### config.mk
export PLATFORM = sky130hd
export DESIGN_NAME = pll_startup_control_regs
export DESIGN_NICKNAME = d
export VERILOG_FILES = /design/src/pll_startup_pkg.sv /design/src/pll_startup_control_regs.sv
export SDC_FILE = /design/constraint.sdc
export NUM_CORES = 1
export LEC_CHECK = 0
export BUFFER_PORTS_ARGS = -buffer_cell sky130_fd_sc_hd__buf_2
export CORE_UTILIZATION = 55
export CTS_CLUSTER_SIZE = 16
export DETAILED_ROUTE_END_ITERATION = 7
export GPL_TIMING_DRIVEN = 0
export HOLD_SLACK_MARGIN = 0.12
export PLACE_DENSITY = 0.82
export SYNTH_ARGS = -nofsm -noshare
export SYNTH_HDL_FRONTEND = slang
export SYNTH_SLANG_ARGS = --single-unit
### constraint.sdc
create_clock -name ref_clk -period 2.8 [get_ports ref_clk]
set_input_delay 0.28 -clock ref_clk [delete_from_list [all_inputs] [get_ports ref_clk]]
set_output_delay 0.28 -clock ref_clk [all_outputs]
set_load 0.01 [all_outputs]
### src/pll_startup_pkg.sv
package pll_startup_pkg;

  // ----------------------------------------
  // register map (byte addresses on the config port)
  // ----------------------------------------
  localparam logic [7:0] ADDR_IMAGE_REVISION = 8'h09;
  localparam logic [7:0] ADDR_DEVICE_CONTROL = 8'h0a;
  localparam logic [7:0] ADDR_MARGIN_HIGH = 8'h10;
  localparam logic [7:0] ADDR_MARGIN_LOW = 8'h11;
  localparam logic [7:0] ADDR_SOFT_RESET = 8'h48;

  // ----------------------------------------
  // field positions
  // ----------------------------------------
  localparam int BIT_PLL_POWER_DOWN = 6;
  localparam int BIT_CAL_TRIGGER = 1;
  localparam int BIT_AUTO_LOCK = 0;
  localparam int BIT_SW_RESET = 1;
  localparam int MARGIN_HIGH_BITS = 2;

  // ----------------------------------------
  // reset values
  // ----------------------------------------
  localparam logic [7:0] RST_IMAGE_REVISION = 8'h00;
  localparam logic RST_PLL_POWER_DOWN = 1'b0;
  localparam logic RST_CAL_TRIGGER = 1'b0;
  localparam logic RST_AUTO_LOCK = 1'b1;
  localparam logic [3:0] RST_CTL_RESERVED = 4'h0;
  localparam logic [1:0] RST_MARGIN_HIGH = 2'h0;
  localparam logic [7:0] RST_MARGIN_LOW = 8'h80;

  // ----------------------------------------
  // sequencer states
  // ----------------------------------------
  typedef enum logic [2:0] {
    ST_FETCH,
    ST_HALT,
    ST_CAL,
    ST_LOCK,
    ST_RUN,
    ST_POWERDOWN
  } seq_type;

endpackage

### src/pll_startup_control_regs.sv
// How it works
// after any reset or image commit, fetch image revision from non-volatile memory.
// image revision is 8-bit read-only, 0x00 until loaded, writes ignored.
// control bit 6 powers the PLL down when 1; resets to 0.
// with power-down 0, enable and calibrate the PLL after hardware reset.
// setting power-down disables the PLL and holds calibration in reset.
// clearing power-down re-enables the PLL and restarts calibration.
// a 0-to-1 write on control bit 1 starts a frequency calibration.
// calibration trigger clears itself when calibration completes; resets to 0.
// during reset startup, autostart decides calibration, not the trigger bit.
// autostart (bit 0, reset 1) locks after reset then enables outputs alone.
// device reset comes from power-on reset or the software reset bit.
// with autostart 0, halt after configuration; no lock attempt.
// after halting, host setting autostart to 1 starts the lock sequence.
// margin high register holds two offset bits in [1:0], reset 0x0.
// margin low byte holds offset bits [9:2], read-write, reset 0x80.
// outputs enable only after calibration and lock; off while powered down.
module pll_startup_control_regs #(
  parameter int REV_WIDTH = 8
) (
  input wire logic ref_clk,
  input wire logic reset_n,
  input wire logic regWrite,
  input wire logic [7:0] regAddr,
  input wire logic [7:0] regWdata,
  output logic [7:0] regRdata,
  input wire logic imageCommitDone,
  output logic revFetchReq,
  input wire logic revFetchValid,
  input wire logic [REV_WIDTH-1:0] revFetchData,
  output logic pllEnable,
  output logic calReset,
  output logic calStart,
  input wire logic calDone,
  input wire logic pllLocked,
  output logic outputsEnable,
  output logic [9:0] marginOffset
);

  // the revision register is a byte wide; any other width would not fit the read mux
  if (REV_WIDTH != 8) begin : g_bad_width
    $error("image revision must be 8 bits");
  end

  // ----------------------------------------
  // state
  // ----------------------------------------
  typedef struct packed {
    logic [7:0] imageRevision;
    logic pllPowerDown;
    logic [3:0] ctlReserved;
    logic calTrigger;
    logic autoLock;
    logic [1:0] marginHigh;
    logic [7:0] marginLow;
    pll_startup_pkg::seq_type seq;
    logic fetchPending;
    logic calBusy;
    logic doneArmed;
    logic calStartPulse;
    logic [1:0] doneSync;
    logic [1:0] lockSync;
    logic [1:0] validSync;
    logic [1:0] commitSync;
    logic commitPrev;
    logic [7:0] rdata;
  } state_type;

  state_type cur_q;
  state_type nxt_d;

  logic ctlWrite;
  logic swReset;
  logic calDoneS;
  logic lockS;
  logic validS;
  logic commitRise;
  logic trigSet;

  assign ctlWrite = regWrite && regAddr == pll_startup_pkg::ADDR_DEVICE_CONTROL;
  assign trigSet = ctlWrite && regWdata[pll_startup_pkg::BIT_CAL_TRIGGER] && !cur_q.calTrigger;
  // software reset is a pulse, not a stored bit; it re-runs the startup
  assign swReset = regWrite && regAddr == pll_startup_pkg::ADDR_SOFT_RESET
                   && regWdata[pll_startup_pkg::BIT_SW_RESET];
  assign calDoneS = cur_q.doneSync[1];
  assign lockS = cur_q.lockSync[1];
  assign validS = cur_q.validSync[1];
  assign commitRise = cur_q.commitSync[1] && !cur_q.commitPrev;

  // ----------------------------------------
  // next state
  // ----------------------------------------
  always_comb begin
    nxt_d = cur_q;
    nxt_d.calStartPulse = 1'b0;
    nxt_d.doneSync = {cur_q.doneSync[0], calDone};
    nxt_d.lockSync = {cur_q.lockSync[0], pllLocked};
    nxt_d.validSync = {cur_q.validSync[0], revFetchValid};
    nxt_d.commitSync = {cur_q.commitSync[0], imageCommitDone};
    nxt_d.commitPrev = cur_q.commitSync[1];

    // image revision only moves from the fetch or a software reset, never from a host write
    if (cur_q.fetchPending && validS) begin
      nxt_d.imageRevision = revFetchData;
      nxt_d.fetchPending = 1'b0;
    end
    // a commit landing with a finished fetch still asks again
    if (commitRise) begin
      nxt_d.fetchPending = 1'b1;
    end

    if (ctlWrite) begin
      nxt_d.pllPowerDown = regWdata[pll_startup_pkg::BIT_PLL_POWER_DOWN];
      nxt_d.ctlReserved = regWdata[5:2];
      nxt_d.autoLock = regWdata[pll_startup_pkg::BIT_AUTO_LOCK];
      if (trigSet) begin
        nxt_d.calTrigger = 1'b1;
      end
    end
    if (regWrite && regAddr == pll_startup_pkg::ADDR_MARGIN_HIGH) begin
      nxt_d.marginHigh = regWdata[pll_startup_pkg::MARGIN_HIGH_BITS-1:0];
    end
    if (regWrite && regAddr == pll_startup_pkg::ADDR_MARGIN_LOW) begin
      nxt_d.marginLow = regWdata;
    end

    unique case (cur_q.seq)
      pll_startup_pkg::ST_FETCH: begin
        // configuration phase ends once the revision is in
        if (!cur_q.fetchPending) begin
          if (cur_q.pllPowerDown) begin
            nxt_d.seq = pll_startup_pkg::ST_POWERDOWN;
          end else if (cur_q.autoLock) begin
            nxt_d.seq = pll_startup_pkg::ST_CAL;
            nxt_d.calStartPulse = 1'b1;
          end else begin
            nxt_d.seq = pll_startup_pkg::ST_HALT;
          end
        end
      end
      pll_startup_pkg::ST_HALT: begin
        if (ctlWrite && regWdata[pll_startup_pkg::BIT_AUTO_LOCK]
            && !regWdata[pll_startup_pkg::BIT_PLL_POWER_DOWN]) begin
          nxt_d.seq = pll_startup_pkg::ST_CAL;
          nxt_d.calStartPulse = 1'b1;
        end
      end
      pll_startup_pkg::ST_CAL: begin
        // done of the previous calibration lingers in the synchroniser
        if (calDoneS && cur_q.doneArmed) begin
          nxt_d.seq = pll_startup_pkg::ST_LOCK;
        end
      end
      pll_startup_pkg::ST_LOCK: begin
        if (lockS) begin
          nxt_d.seq = pll_startup_pkg::ST_RUN;
        end
      end
      pll_startup_pkg::ST_RUN: begin
        if (!lockS) begin
          nxt_d.seq = pll_startup_pkg::ST_LOCK;
        end
      end
      pll_startup_pkg::ST_POWERDOWN: begin
        if (!cur_q.pllPowerDown) begin
          nxt_d.seq = pll_startup_pkg::ST_CAL;
          nxt_d.calStartPulse = 1'b1;
        end
      end
    endcase

    // host trigger recalibrates only from ST_CAL, ST_LOCK or ST_RUN, and only while no calibration is busy
    if (nxt_d.calTrigger && !cur_q.calBusy && cur_q.seq != pll_startup_pkg::ST_FETCH
        && cur_q.seq != pll_startup_pkg::ST_POWERDOWN
        && cur_q.seq != pll_startup_pkg::ST_HALT) begin
      nxt_d.seq = pll_startup_pkg::ST_CAL;
      nxt_d.calStartPulse = 1'b1;
    end
    // done only counts after it was seen low once since the start pulse
    if (nxt_d.calStartPulse) begin
      nxt_d.calBusy = 1'b1;
      nxt_d.doneArmed = 1'b0;
    end else if (cur_q.calBusy && !calDoneS) begin
      nxt_d.doneArmed = 1'b1;
    end else if (cur_q.calBusy && calDoneS && cur_q.doneArmed) begin
      nxt_d.calBusy = 1'b0;
      // a trigger written in the same cycle wins over the self-clear
      if (!trigSet) begin
        nxt_d.calTrigger = 1'b0;
      end
    end

    if (cur_q.pllPowerDown && cur_q.seq != pll_startup_pkg::ST_FETCH) begin
      nxt_d.seq = pll_startup_pkg::ST_POWERDOWN;
      nxt_d.calBusy = 1'b0;
      nxt_d.calStartPulse = 1'b0;
      nxt_d.calTrigger = 1'b0;
    end

    // software reset restarts like power-on, control and revision back to defaults; margin registers keep their values
    if (swReset) begin
      nxt_d.seq = pll_startup_pkg::ST_FETCH;
      nxt_d.fetchPending = 1'b1;
      nxt_d.imageRevision = pll_startup_pkg::RST_IMAGE_REVISION;
      nxt_d.pllPowerDown = pll_startup_pkg::RST_PLL_POWER_DOWN;
      nxt_d.ctlReserved = pll_startup_pkg::RST_CTL_RESERVED;
      nxt_d.calTrigger = pll_startup_pkg::RST_CAL_TRIGGER;
      nxt_d.autoLock = pll_startup_pkg::RST_AUTO_LOCK;
      nxt_d.calBusy = 1'b0;
      nxt_d.calStartPulse = 1'b0;
    end

    unique case (regAddr)
      pll_startup_pkg::ADDR_IMAGE_REVISION: nxt_d.rdata = cur_q.imageRevision;
      pll_startup_pkg::ADDR_DEVICE_CONTROL: nxt_d.rdata = {1'b0, cur_q.pllPowerDown,
        cur_q.ctlReserved, cur_q.calTrigger, cur_q.autoLock};
      pll_startup_pkg::ADDR_MARGIN_HIGH: nxt_d.rdata = {6'h00, cur_q.marginHigh};
      pll_startup_pkg::ADDR_MARGIN_LOW: nxt_d.rdata = cur_q.marginLow;
      default: nxt_d.rdata = 8'h00;
    endcase
  end

  // ----------------------------------------
  // registers
  // ----------------------------------------
  always_ff @(posedge ref_clk or negedge reset_n) begin
    if (!reset_n) begin
      cur_q <= '{imageRevision: pll_startup_pkg::RST_IMAGE_REVISION,
                 pllPowerDown: pll_startup_pkg::RST_PLL_POWER_DOWN,
                 ctlReserved: pll_startup_pkg::RST_CTL_RESERVED,
                 calTrigger: pll_startup_pkg::RST_CAL_TRIGGER,
                 autoLock: pll_startup_pkg::RST_AUTO_LOCK,
                 marginHigh: pll_startup_pkg::RST_MARGIN_HIGH,
                 marginLow: pll_startup_pkg::RST_MARGIN_LOW,
                 seq: pll_startup_pkg::ST_FETCH,
                 fetchPending: 1'b1,
                 default: '0};
    end else begin
      cur_q <= nxt_d;
    end
  end

  assign regRdata = cur_q.rdata;
  assign revFetchReq = cur_q.fetchPending;
  assign pllEnable = cur_q.seq != pll_startup_pkg::ST_POWERDOWN;
  assign calReset = cur_q.seq == pll_startup_pkg::ST_POWERDOWN;
  assign calStart = cur_q.calStartPulse;
  assign outputsEnable = cur_q.seq == pll_startup_pkg::ST_RUN && !cur_q.pllPowerDown;
  assign marginOffset = {cur_q.marginLow, cur_q.marginHigh};

  // ----------------------------------------
  // checks
  // ----------------------------------------
  a_rev_write_ignored: assert property (@(posedge ref_clk) disable iff (!reset_n)
    regWrite && regAddr == pll_startup_pkg::ADDR_IMAGE_REVISION && !swReset
    && !(cur_q.fetchPending && validS) |=> $stable(cur_q.imageRevision))
    else $error("image revision changed by host write");
  a_commit_fetch: assert property (@(posedge ref_clk) disable iff (!reset_n)
    commitRise |=> revFetchReq) else $error("commit did not request revision fetch");
  a_pdn_disables: assert property (@(posedge ref_clk) disable iff (!reset_n)
    cur_q.pllPowerDown && cur_q.seq != pll_startup_pkg::ST_FETCH && !swReset
    |=> !pllEnable && calReset) else $error("power down did not disable pll");
  a_pdn_restart: assert property (@(posedge ref_clk) disable iff (!reset_n)
    cur_q.seq == pll_startup_pkg::ST_POWERDOWN && !cur_q.pllPowerDown && !swReset
    |=> calStart && pllEnable) else $error("clearing power down did not recalibrate");
  a_trigger_clear: assert property (@(posedge ref_clk) disable iff (!reset_n)
    cur_q.calBusy && calDoneS && cur_q.doneArmed && !nxt_d.calStartPulse && !trigSet
    |=> !cur_q.calTrigger) else $error("calibration trigger did not self-clear");
  a_halt_no_lock: assert property (@(posedge ref_clk) disable iff (!reset_n)
    cur_q.seq == pll_startup_pkg::ST_HALT && !ctlWrite && !swReset
    |=> cur_q.seq == pll_startup_pkg::ST_HALT) else $error("halted device left halt");
  a_halt_resume: assert property (@(posedge ref_clk) disable iff (!reset_n)
    cur_q.seq == pll_startup_pkg::ST_HALT && ctlWrite && !swReset
    && regWdata[pll_startup_pkg::BIT_AUTO_LOCK]
    && !regWdata[pll_startup_pkg::BIT_PLL_POWER_DOWN]
    |=> calStart ##1 cur_q.calBusy) else $error("autostart write did not start lock");
  a_swreset_refetch: assert property (@(posedge ref_clk) disable iff (!reset_n)
    swReset |=> revFetchReq && cur_q.autoLock && !outputsEnable)
    else $error("software reset did not restart");
  a_out_needs_lock: assert property (@(posedge ref_clk) disable iff (!reset_n)
    outputsEnable |-> $past(lockS) && !cur_q.pllPowerDown && !cur_q.calBusy)
    else $error("outputs enabled without lock");

endmodule

==> out/results.txt, run 1 <==
Post-DRT Antenna Nets = 0
Count of final hold-check violations = 0
Worst hold path class = input pin to asynchronous set/reset pin
H-tree levels = 2
CTS tree = built
DRC Markers = 0
First-pass GRT wire length = 7.95 mm
Status = completed
Mapped cell area = 2320 sq um
Maximum clock path buffer count = 2
Core Area = 4030 sq um
N_diodes = 0
Initial Utilization = 57.7%
Post-CTS setup buffers = 0
Hold Worst Slack = 165 ps
R2R depth = 6
FP Rows = 23
Via count = 1829
Max-cap violation count = 0
Post-synth EDFFs = 0
Fin crit period = 2000 ps
Total track usage = 24.7%
Register area = 1230 sq um
Initial antenna violation count = 0
Layout overhead on the synthesized area = 19.9%
Die X = 67.0 um
Met3 usage in global routing = 5.82%
Peak Freq = 501 MHz
Worst slew margin = 29.3%
Clk_lat worst skew = 310 ps
Met2 global-route usage = 39.1%
Nets@finish = 308
Number of global-route vias before repair = 1695
# setup viols final = 0
Full die area = 4490 sq um
Root Buffer = clkbuf_8
Post-Place Cells = 316
Fill cells = 317
Synth Instances = 214
Synth top cells by count = 46 x dfrtp_1, 28 x nand2_1, 18 x buf_4
Post-synth top area cell = dfrtp_1
R2r startpoint = cur_q[22]
Maximum fanout along the worst path = 10
Peak supply drop = 0.456 mV
PortBufs = 52
Die height = 67.0 um
DP HPWL = 3.44 mm
Synth warnings = 0
First-pass DRT Iterations = 6
GRT overflow = 0
Pre-CTS WS = 901 ps
Synth top area cells = dfrtp_1 50%, buf_4 5.8%, mux2_2 4.8%
GR Util met1 = 33.1%
Crit-path max cell delay = 380 ps
Max Slew Vio Count = 0
Final non-filler cell total = 328
Critical Path RT = 2990 ps
Startpoint Class = register
CP max stage cell = dfrtp_1
Gr busiest metal = met2
Post-synthesis cell type count = 44
PwrDens = 617 nW/um^2
Worst Tran Pin Value = 1060 ps
DRT iter0 DRCs = 146
Layout cell share with drive strength beyond 1 = 38.5%
Predominant post-synthesis flop cell = dfrtp_1
Area of the multi-input gates = 865 sq um
Total Wirelength = 5.05 mm
Ports = 54
Layout Utilization = 69.2%
Crit share post-route = 71.3%
Routability cong. = 0.829
Pin count of the biggest net entering global routing = 50
Yosys reg bits = 49
Syn_area_per_cell = 10.9 sq um
Worst setup EP type = register
Register area share after synthesis = 52.9%
Drt wl/cell = 15.4 um
Reg2reg end = cur_q[21]
Setup tns final = 0 ps
Vias per cell = 5.58
Worst path cell trace = clkbuf_1, nor2_1, nand2_1, a21o_4, a211oi_2, mux2_1
Leakage Power = 1.45 nW
Setup slack, reg-to-reg = 800 ps
Final worst slack = 805 ps
Worst-path clk slew = 100 ps
Crit path DAT = 2180 ps
RSZ-0062 raised after global routing = no
TritonCTS Sinks = 49
CP Class = register to register
Area share of the largest cell type after synthesis = 49.5%
Skew final = 9.56 ps
Number of CTS-inserted buffers = 5
Synth async-reset ratio = 100%
Mapped Nets = 245
Most common cell in the netlist = dfrtp_1
[how the worst max path moves through the flow]
stage	slack (ps)	endpoint	start	cells after the start
final	800	cur_q[21]	cur_q[22]	6
after global routing	740	cur_q[21]	cur_q[22]	6
after CTS	840	cur_q[21]	cur_q[22]	6
after detailed placement	900	cur_q[21]	cur_q[22]	6
after global placement	910	cur_q[23]	cur_q[22]	6
after floorplan	1110	cur_q[21]	cur_q[22]	6
[layout by cell type (no fill, tap or decap), types with 2 or more instances in the layout]
master | synthesis | layout
mux2_1 | 2 | 2
a221o_1 | 2 | 2
nand2_1 | 28 | 28
buf_4 | 18 | 18
nor4b_4 | 2 | 2
o2111ai_1 | 2 | 2
clkbuf_1 | 3 | 3
mux2_2 | 10 | 10
dfrtp_1 | 46 | 46
a21oi_1 | 17 | 17
o32ai_1 | 2 | 2
nor3_1 | 3 | 3
mux2i_1 | 2 | 2
a222oi_1 | 7 | 7
dfstp_2 | 3 | 3
nor2_1 | 7 | 7
buf_6 | 2 | 2
inv_1 | 11 | 11
a31oi_1 | 2 | 2
nand2b_1 | 4 | 4
nand3_1 | 15 | 15
dlygate4sd3_1 | 0 | 4
buf_2 | 3 | 55
clkbuf_8 | 0 | 6
nor2b_1 | 2 | 2
[report_power, final]
part	switching (W)	internal, W
Sequential	0.0000606	0.000788
Clock	0.000246	0.000205
Combinational	0.000240	0.000179
Total	0.000546	0.00117
[critical path, delay by kind of cell, from the launching register on]
family / cells / cell delay (ps)
AO/OA/AOI/OAI: 2 / 500
AND/OR/NAND/NOR: 2 / 420
flip-flops: 1 / 380
multiplexers: 1 / 360
buffers and inverters: 1 / 220
[logic make-up (layout without fill, tap and decap cells)]
logic type | count (synthesis) | count (layout) | synth area share (%)
flip-flops | 49 | 49 | 52.9
AO/OA/AOI/OAI | 39 | 39 | 12.4
AND/OR/NAND/NOR | 74 | 74 | 18.1
multiplexers | 14 | 14 | 6.68
buffers and inverters | 38 | 102 | 9.85
[stage by stage]
step	cell area, sq um	total power (W)
2_1_floorplan	2320	0.00114
3_3_place_gp	2650	0.00125
3_5_place_dp	2650	0.00126
4_1_cts	2790	0.00172
5_1_grt	2790	0.00181
6_report	2790	0.00172
[state kept, by name, indices dropped and copies added, names as in the netlist]
name / cells
cur_q: 28
marginOffset: 10
regRdata: 8
calDoneS: 1
calStart: 1
revFetchReq: 1
[cell type report]
cell class	count	share of cell area (%)
multi-input cells	127	31.0
clock inverters	2	0.629
flip-flops and latches	49	44.1
repair buffers	56	10.8
clock buffers	6	2.96
inverters	11	1.48
well taps	50	2.25
plain buffers	27	6.74
[routing by layer]
metal | vias to the layer above | wire length, um
met5 | - | 0
met4 | 0 | 63
met3 | 6 | 250
met2 | 65 | 2490
met1 | 889 | 2240
li1 | 869 | -
[what timing repair did]
action | CTS | global route
resized for setup | 0 | 0
hold buffers | 4 | 0
hold endpoints to repair | 4 | 0
(Power assumes the default switching activity.)
==> inputs of run 2 (changes only) <==
- ABC_AREA: unset -> 1
- CORE_UTILIZATION: 55 -> 54
- PLACE_DENSITY: 0.82 -> 0.81
- clock period: 2.8 -> 1.9 ns (I/O delays scaled with it)
==> run 2 against run 1 <==
- sequential share of layout area down 2.1 points
- cell count increased by 22%
- critical path depth up 2
- die area increased by 5.5%
- worst setup slack got worse by 400 ps
- highest routed layer unchanged
==> out/results.txt, run 2 <==
Core Area = 4140 sq um
GR Util met1 = 34.8%
Pin count of the biggest net entering global routing = 50
Mapped Nets = 310
Switching part of the total = 33.9%
Synth top area cells = dfrtp_1 48%, nand2_1 9.2%, buf_4 5.9%
Worst min-delay path startpoint = revFetchData[3]
Startpoint Class = register
Nets@finish = 380
Root Buffer = clkbuf_8
Gr busiest metal = met2
Gate power share = 28.1%
Largest register FFs = 28
Area share of the largest cell type after synthesis = 47.8%
Maximum clock path buffer count = 2
Critical Path RT = 2100 ps
DRT iter0 DRCs = 158
Yosys reg bits = 49
Skew final = 7.34 ps
Ports = 54
Worst-path clk slew = 90 ps
Area of the multi-input gates = 863 sq um
Flop pwr share = 48.4%
Predominant post-synthesis flop cell = dfrtp_1
Setup tns final = 0 ps
Number of global-route vias before repair = 1926
DRC Markers = 0
# setup viols final = 0
DP HPWL = 3.84 mm
Most common cell after layout, fill and taps aside = nand2_1
PortBufs = 53
Layout Utilization = 70.6%
Clk_lat worst skew = 300 ps
Drt wl/cell = 12.9 um
Count of final hold-check violations = 0
Crit share post-route = 78.6%
Most frequent cells in the layout = 59 x nand2_1, 54 x buf_2, 46 x dfrtp_1, 36 x inv_1, 27 x nand3_1
FP Rows = 23
R2r startpoint = cur_q[21]
Switching pwr = 0.000870 W
TritonCTS Sinks = 49
Hold_buf cts = 10
Synth Instances = 279
Synth top cells by count = 59 x nand2_1, 46 x dfrtp_1, 36 x inv_1
Met2 global-route usage = 39.5%
CP Class = register to register
Layout cell share with drive strength beyond 1 = 32.6%
H-tree levels = 2
Register area = 1230 sq um
Die X = 68.8 um
Worst Tran Pin Value = 1060 ps
Initial Utilization = 58.2%
Worst setup EP type = register
Worst hold path class = input pin to register
Worst Hold Depth = 3
Fill cells = 351
Syn_area_per_cell = 8.64 sq um
Fin crit period = 1490 ps
First-pass GRT wire length = 8.56 mm
Reg2reg end = cur_q[21]
Setup slack, reg-to-reg = 410 ps
Post-synthesis cell type count = 27
CP max stage cell = dfrtp_1
Routability cong. = 0.850
Placed standard-cell area = 2740 sq um
Pint = 0.00169 W
Die height = 68.8 um
Met3 usage in global routing = 3.78%
First-pass DRT Iterations = 4
Via count = 2025
CP delay by family, top = simple AND/OR/NAND/NOR gates
Crit path DAT = 1690 ps
Peak supply drop = 0.492 mV
Synth warnings = 0
Total Wirelength = 5.17 mm
Clock network fraction of total power = 23.5%
Cts repair resizes = 0
Post-route cell area = 2930 sq um
Peak Freq = 670 MHz
Maximum fanout along the worst path = 4
Post-synth top area cell = dfrtp_1
Layout overhead on the synthesized area = 21.4%
Hold Path Sink = cur_q[44]
Largest Register = cur_q
PwrDens = 877 nW/um^2
Register area share after synthesis = 51.0%
Max-cap violation count = 0
Worst slew margin = 29.5%
Max Slew Vio Count = 0
Post-DRT Antenna Nets = 0
Worst path cell trace = inv_2, nand2_1, nor2_1, nor3_2, a21oi_2, nand2_2, nand3_1, nand2_1
Number of CTS-inserted buffers = 5
Leakage Power = 1.57 nW
Crit-path max cell delay = 440 ps
Most common cell in the netlist = nand2_1
Total track usage = 25.1%
Total power = 0.00256 W
CTS tree = built
Bufs and invs on worst path = 1
Vias per cell = 5.06
Synth async-reset ratio = 100%
Most frequent CP cell = nand2_1
Initial antenna violation count = 0
R2R depth = 8
Mapped cell area = 2410 sq um
N_diodes = 0
Full die area = 4730 sq um
RSZ-0062 raised after global routing = no
Status = completed
Post-CTS setup buffers = 0
Post-synth EDFFs = 0
GRT overflow = 0
## run 2: cell count changes after synthesis, sizes merged, moves of 7 or more
cell,previous run,this run
a21oi,17,5
nand2,29,66
a222oi,7,0
nor2,8,23
o21ai,1,19
nand3,15,30
mux2,12,1
inv,11,45
## run 2: logic make-up (layout without fill, tap and decap cells)
group / Yosys count / in the layout / synth area share [%]
compound gates: 37 / 37 / 9.40
mux: 1 / 1 / 0.467
flops: 49 / 49 / 51.0
simple gates: 127 / 127 / 26.0
buf+inv: 65 / 136 / 13.1
## run 2: worst max-delay path by stage
stage	cells past startpoint	end	from	slack [ps]
after CTS	8	cur_q[21]	cur_q[21]	400
final	8	cur_q[21]	cur_q[21]	410
after global placement	10	cur_q[22]	cur_q[21]	420
after floorplan	10	cur_q[21]	cur_q[22]	610
after global routing	8	cur_q[21]	cur_q[22]	260
after detailed placement	8	cur_q[21]	cur_q[21]	430
## run 2: power groups by stage
| stage | registers [W] | logic [W] | clock network, W |
|---|---|---|---|
| after floorplan | 0.00124 | 0.000496 | 0 |
| after CTS | 0.00124 | 0.000719 | 0.000622 |
| after detailed placement | 0.00126 | 0.000698 | 0 |
| after global routing | 0.00125 | 0.000827 | 0.000659 |
| after global placement | 0.00126 | 0.000691 | 0 |
| final | 0.00124 | 0.000719 | 0.000603 |
## run 2: cell type report
cell class | count | area share, %
timing repair buffer | 63 | 12.5
clock buffer | 6 | 2.48
clock inverter | 2 | 0.513
inverter | 45 | 5.77
sequential | 49 | 42.0
multi-input combinational | 165 | 29.5
buffer | 20 | 5.05
tap | 50 | 2.14
## run 2: worst min-delay path, cell delays in order
cell and delay [ps]:
buf_2 70, nand3_1 60, nand2_1 60
## run 2: metal layers
metal  vias up  routed length, um
met5         -                  0
met4         0                 74
met3         8                217
met2        57               2430
met1       940               2460
li1       1020                  -
## run 2: stage by stage
step	setup slack [ps]	instances	hold WS (ps)
floorplan	608	279	-106
global placement	417	382	297
detailed placement	428	382	299
CTS	404	400	120
global route	259	400	139
finish	407	400	124
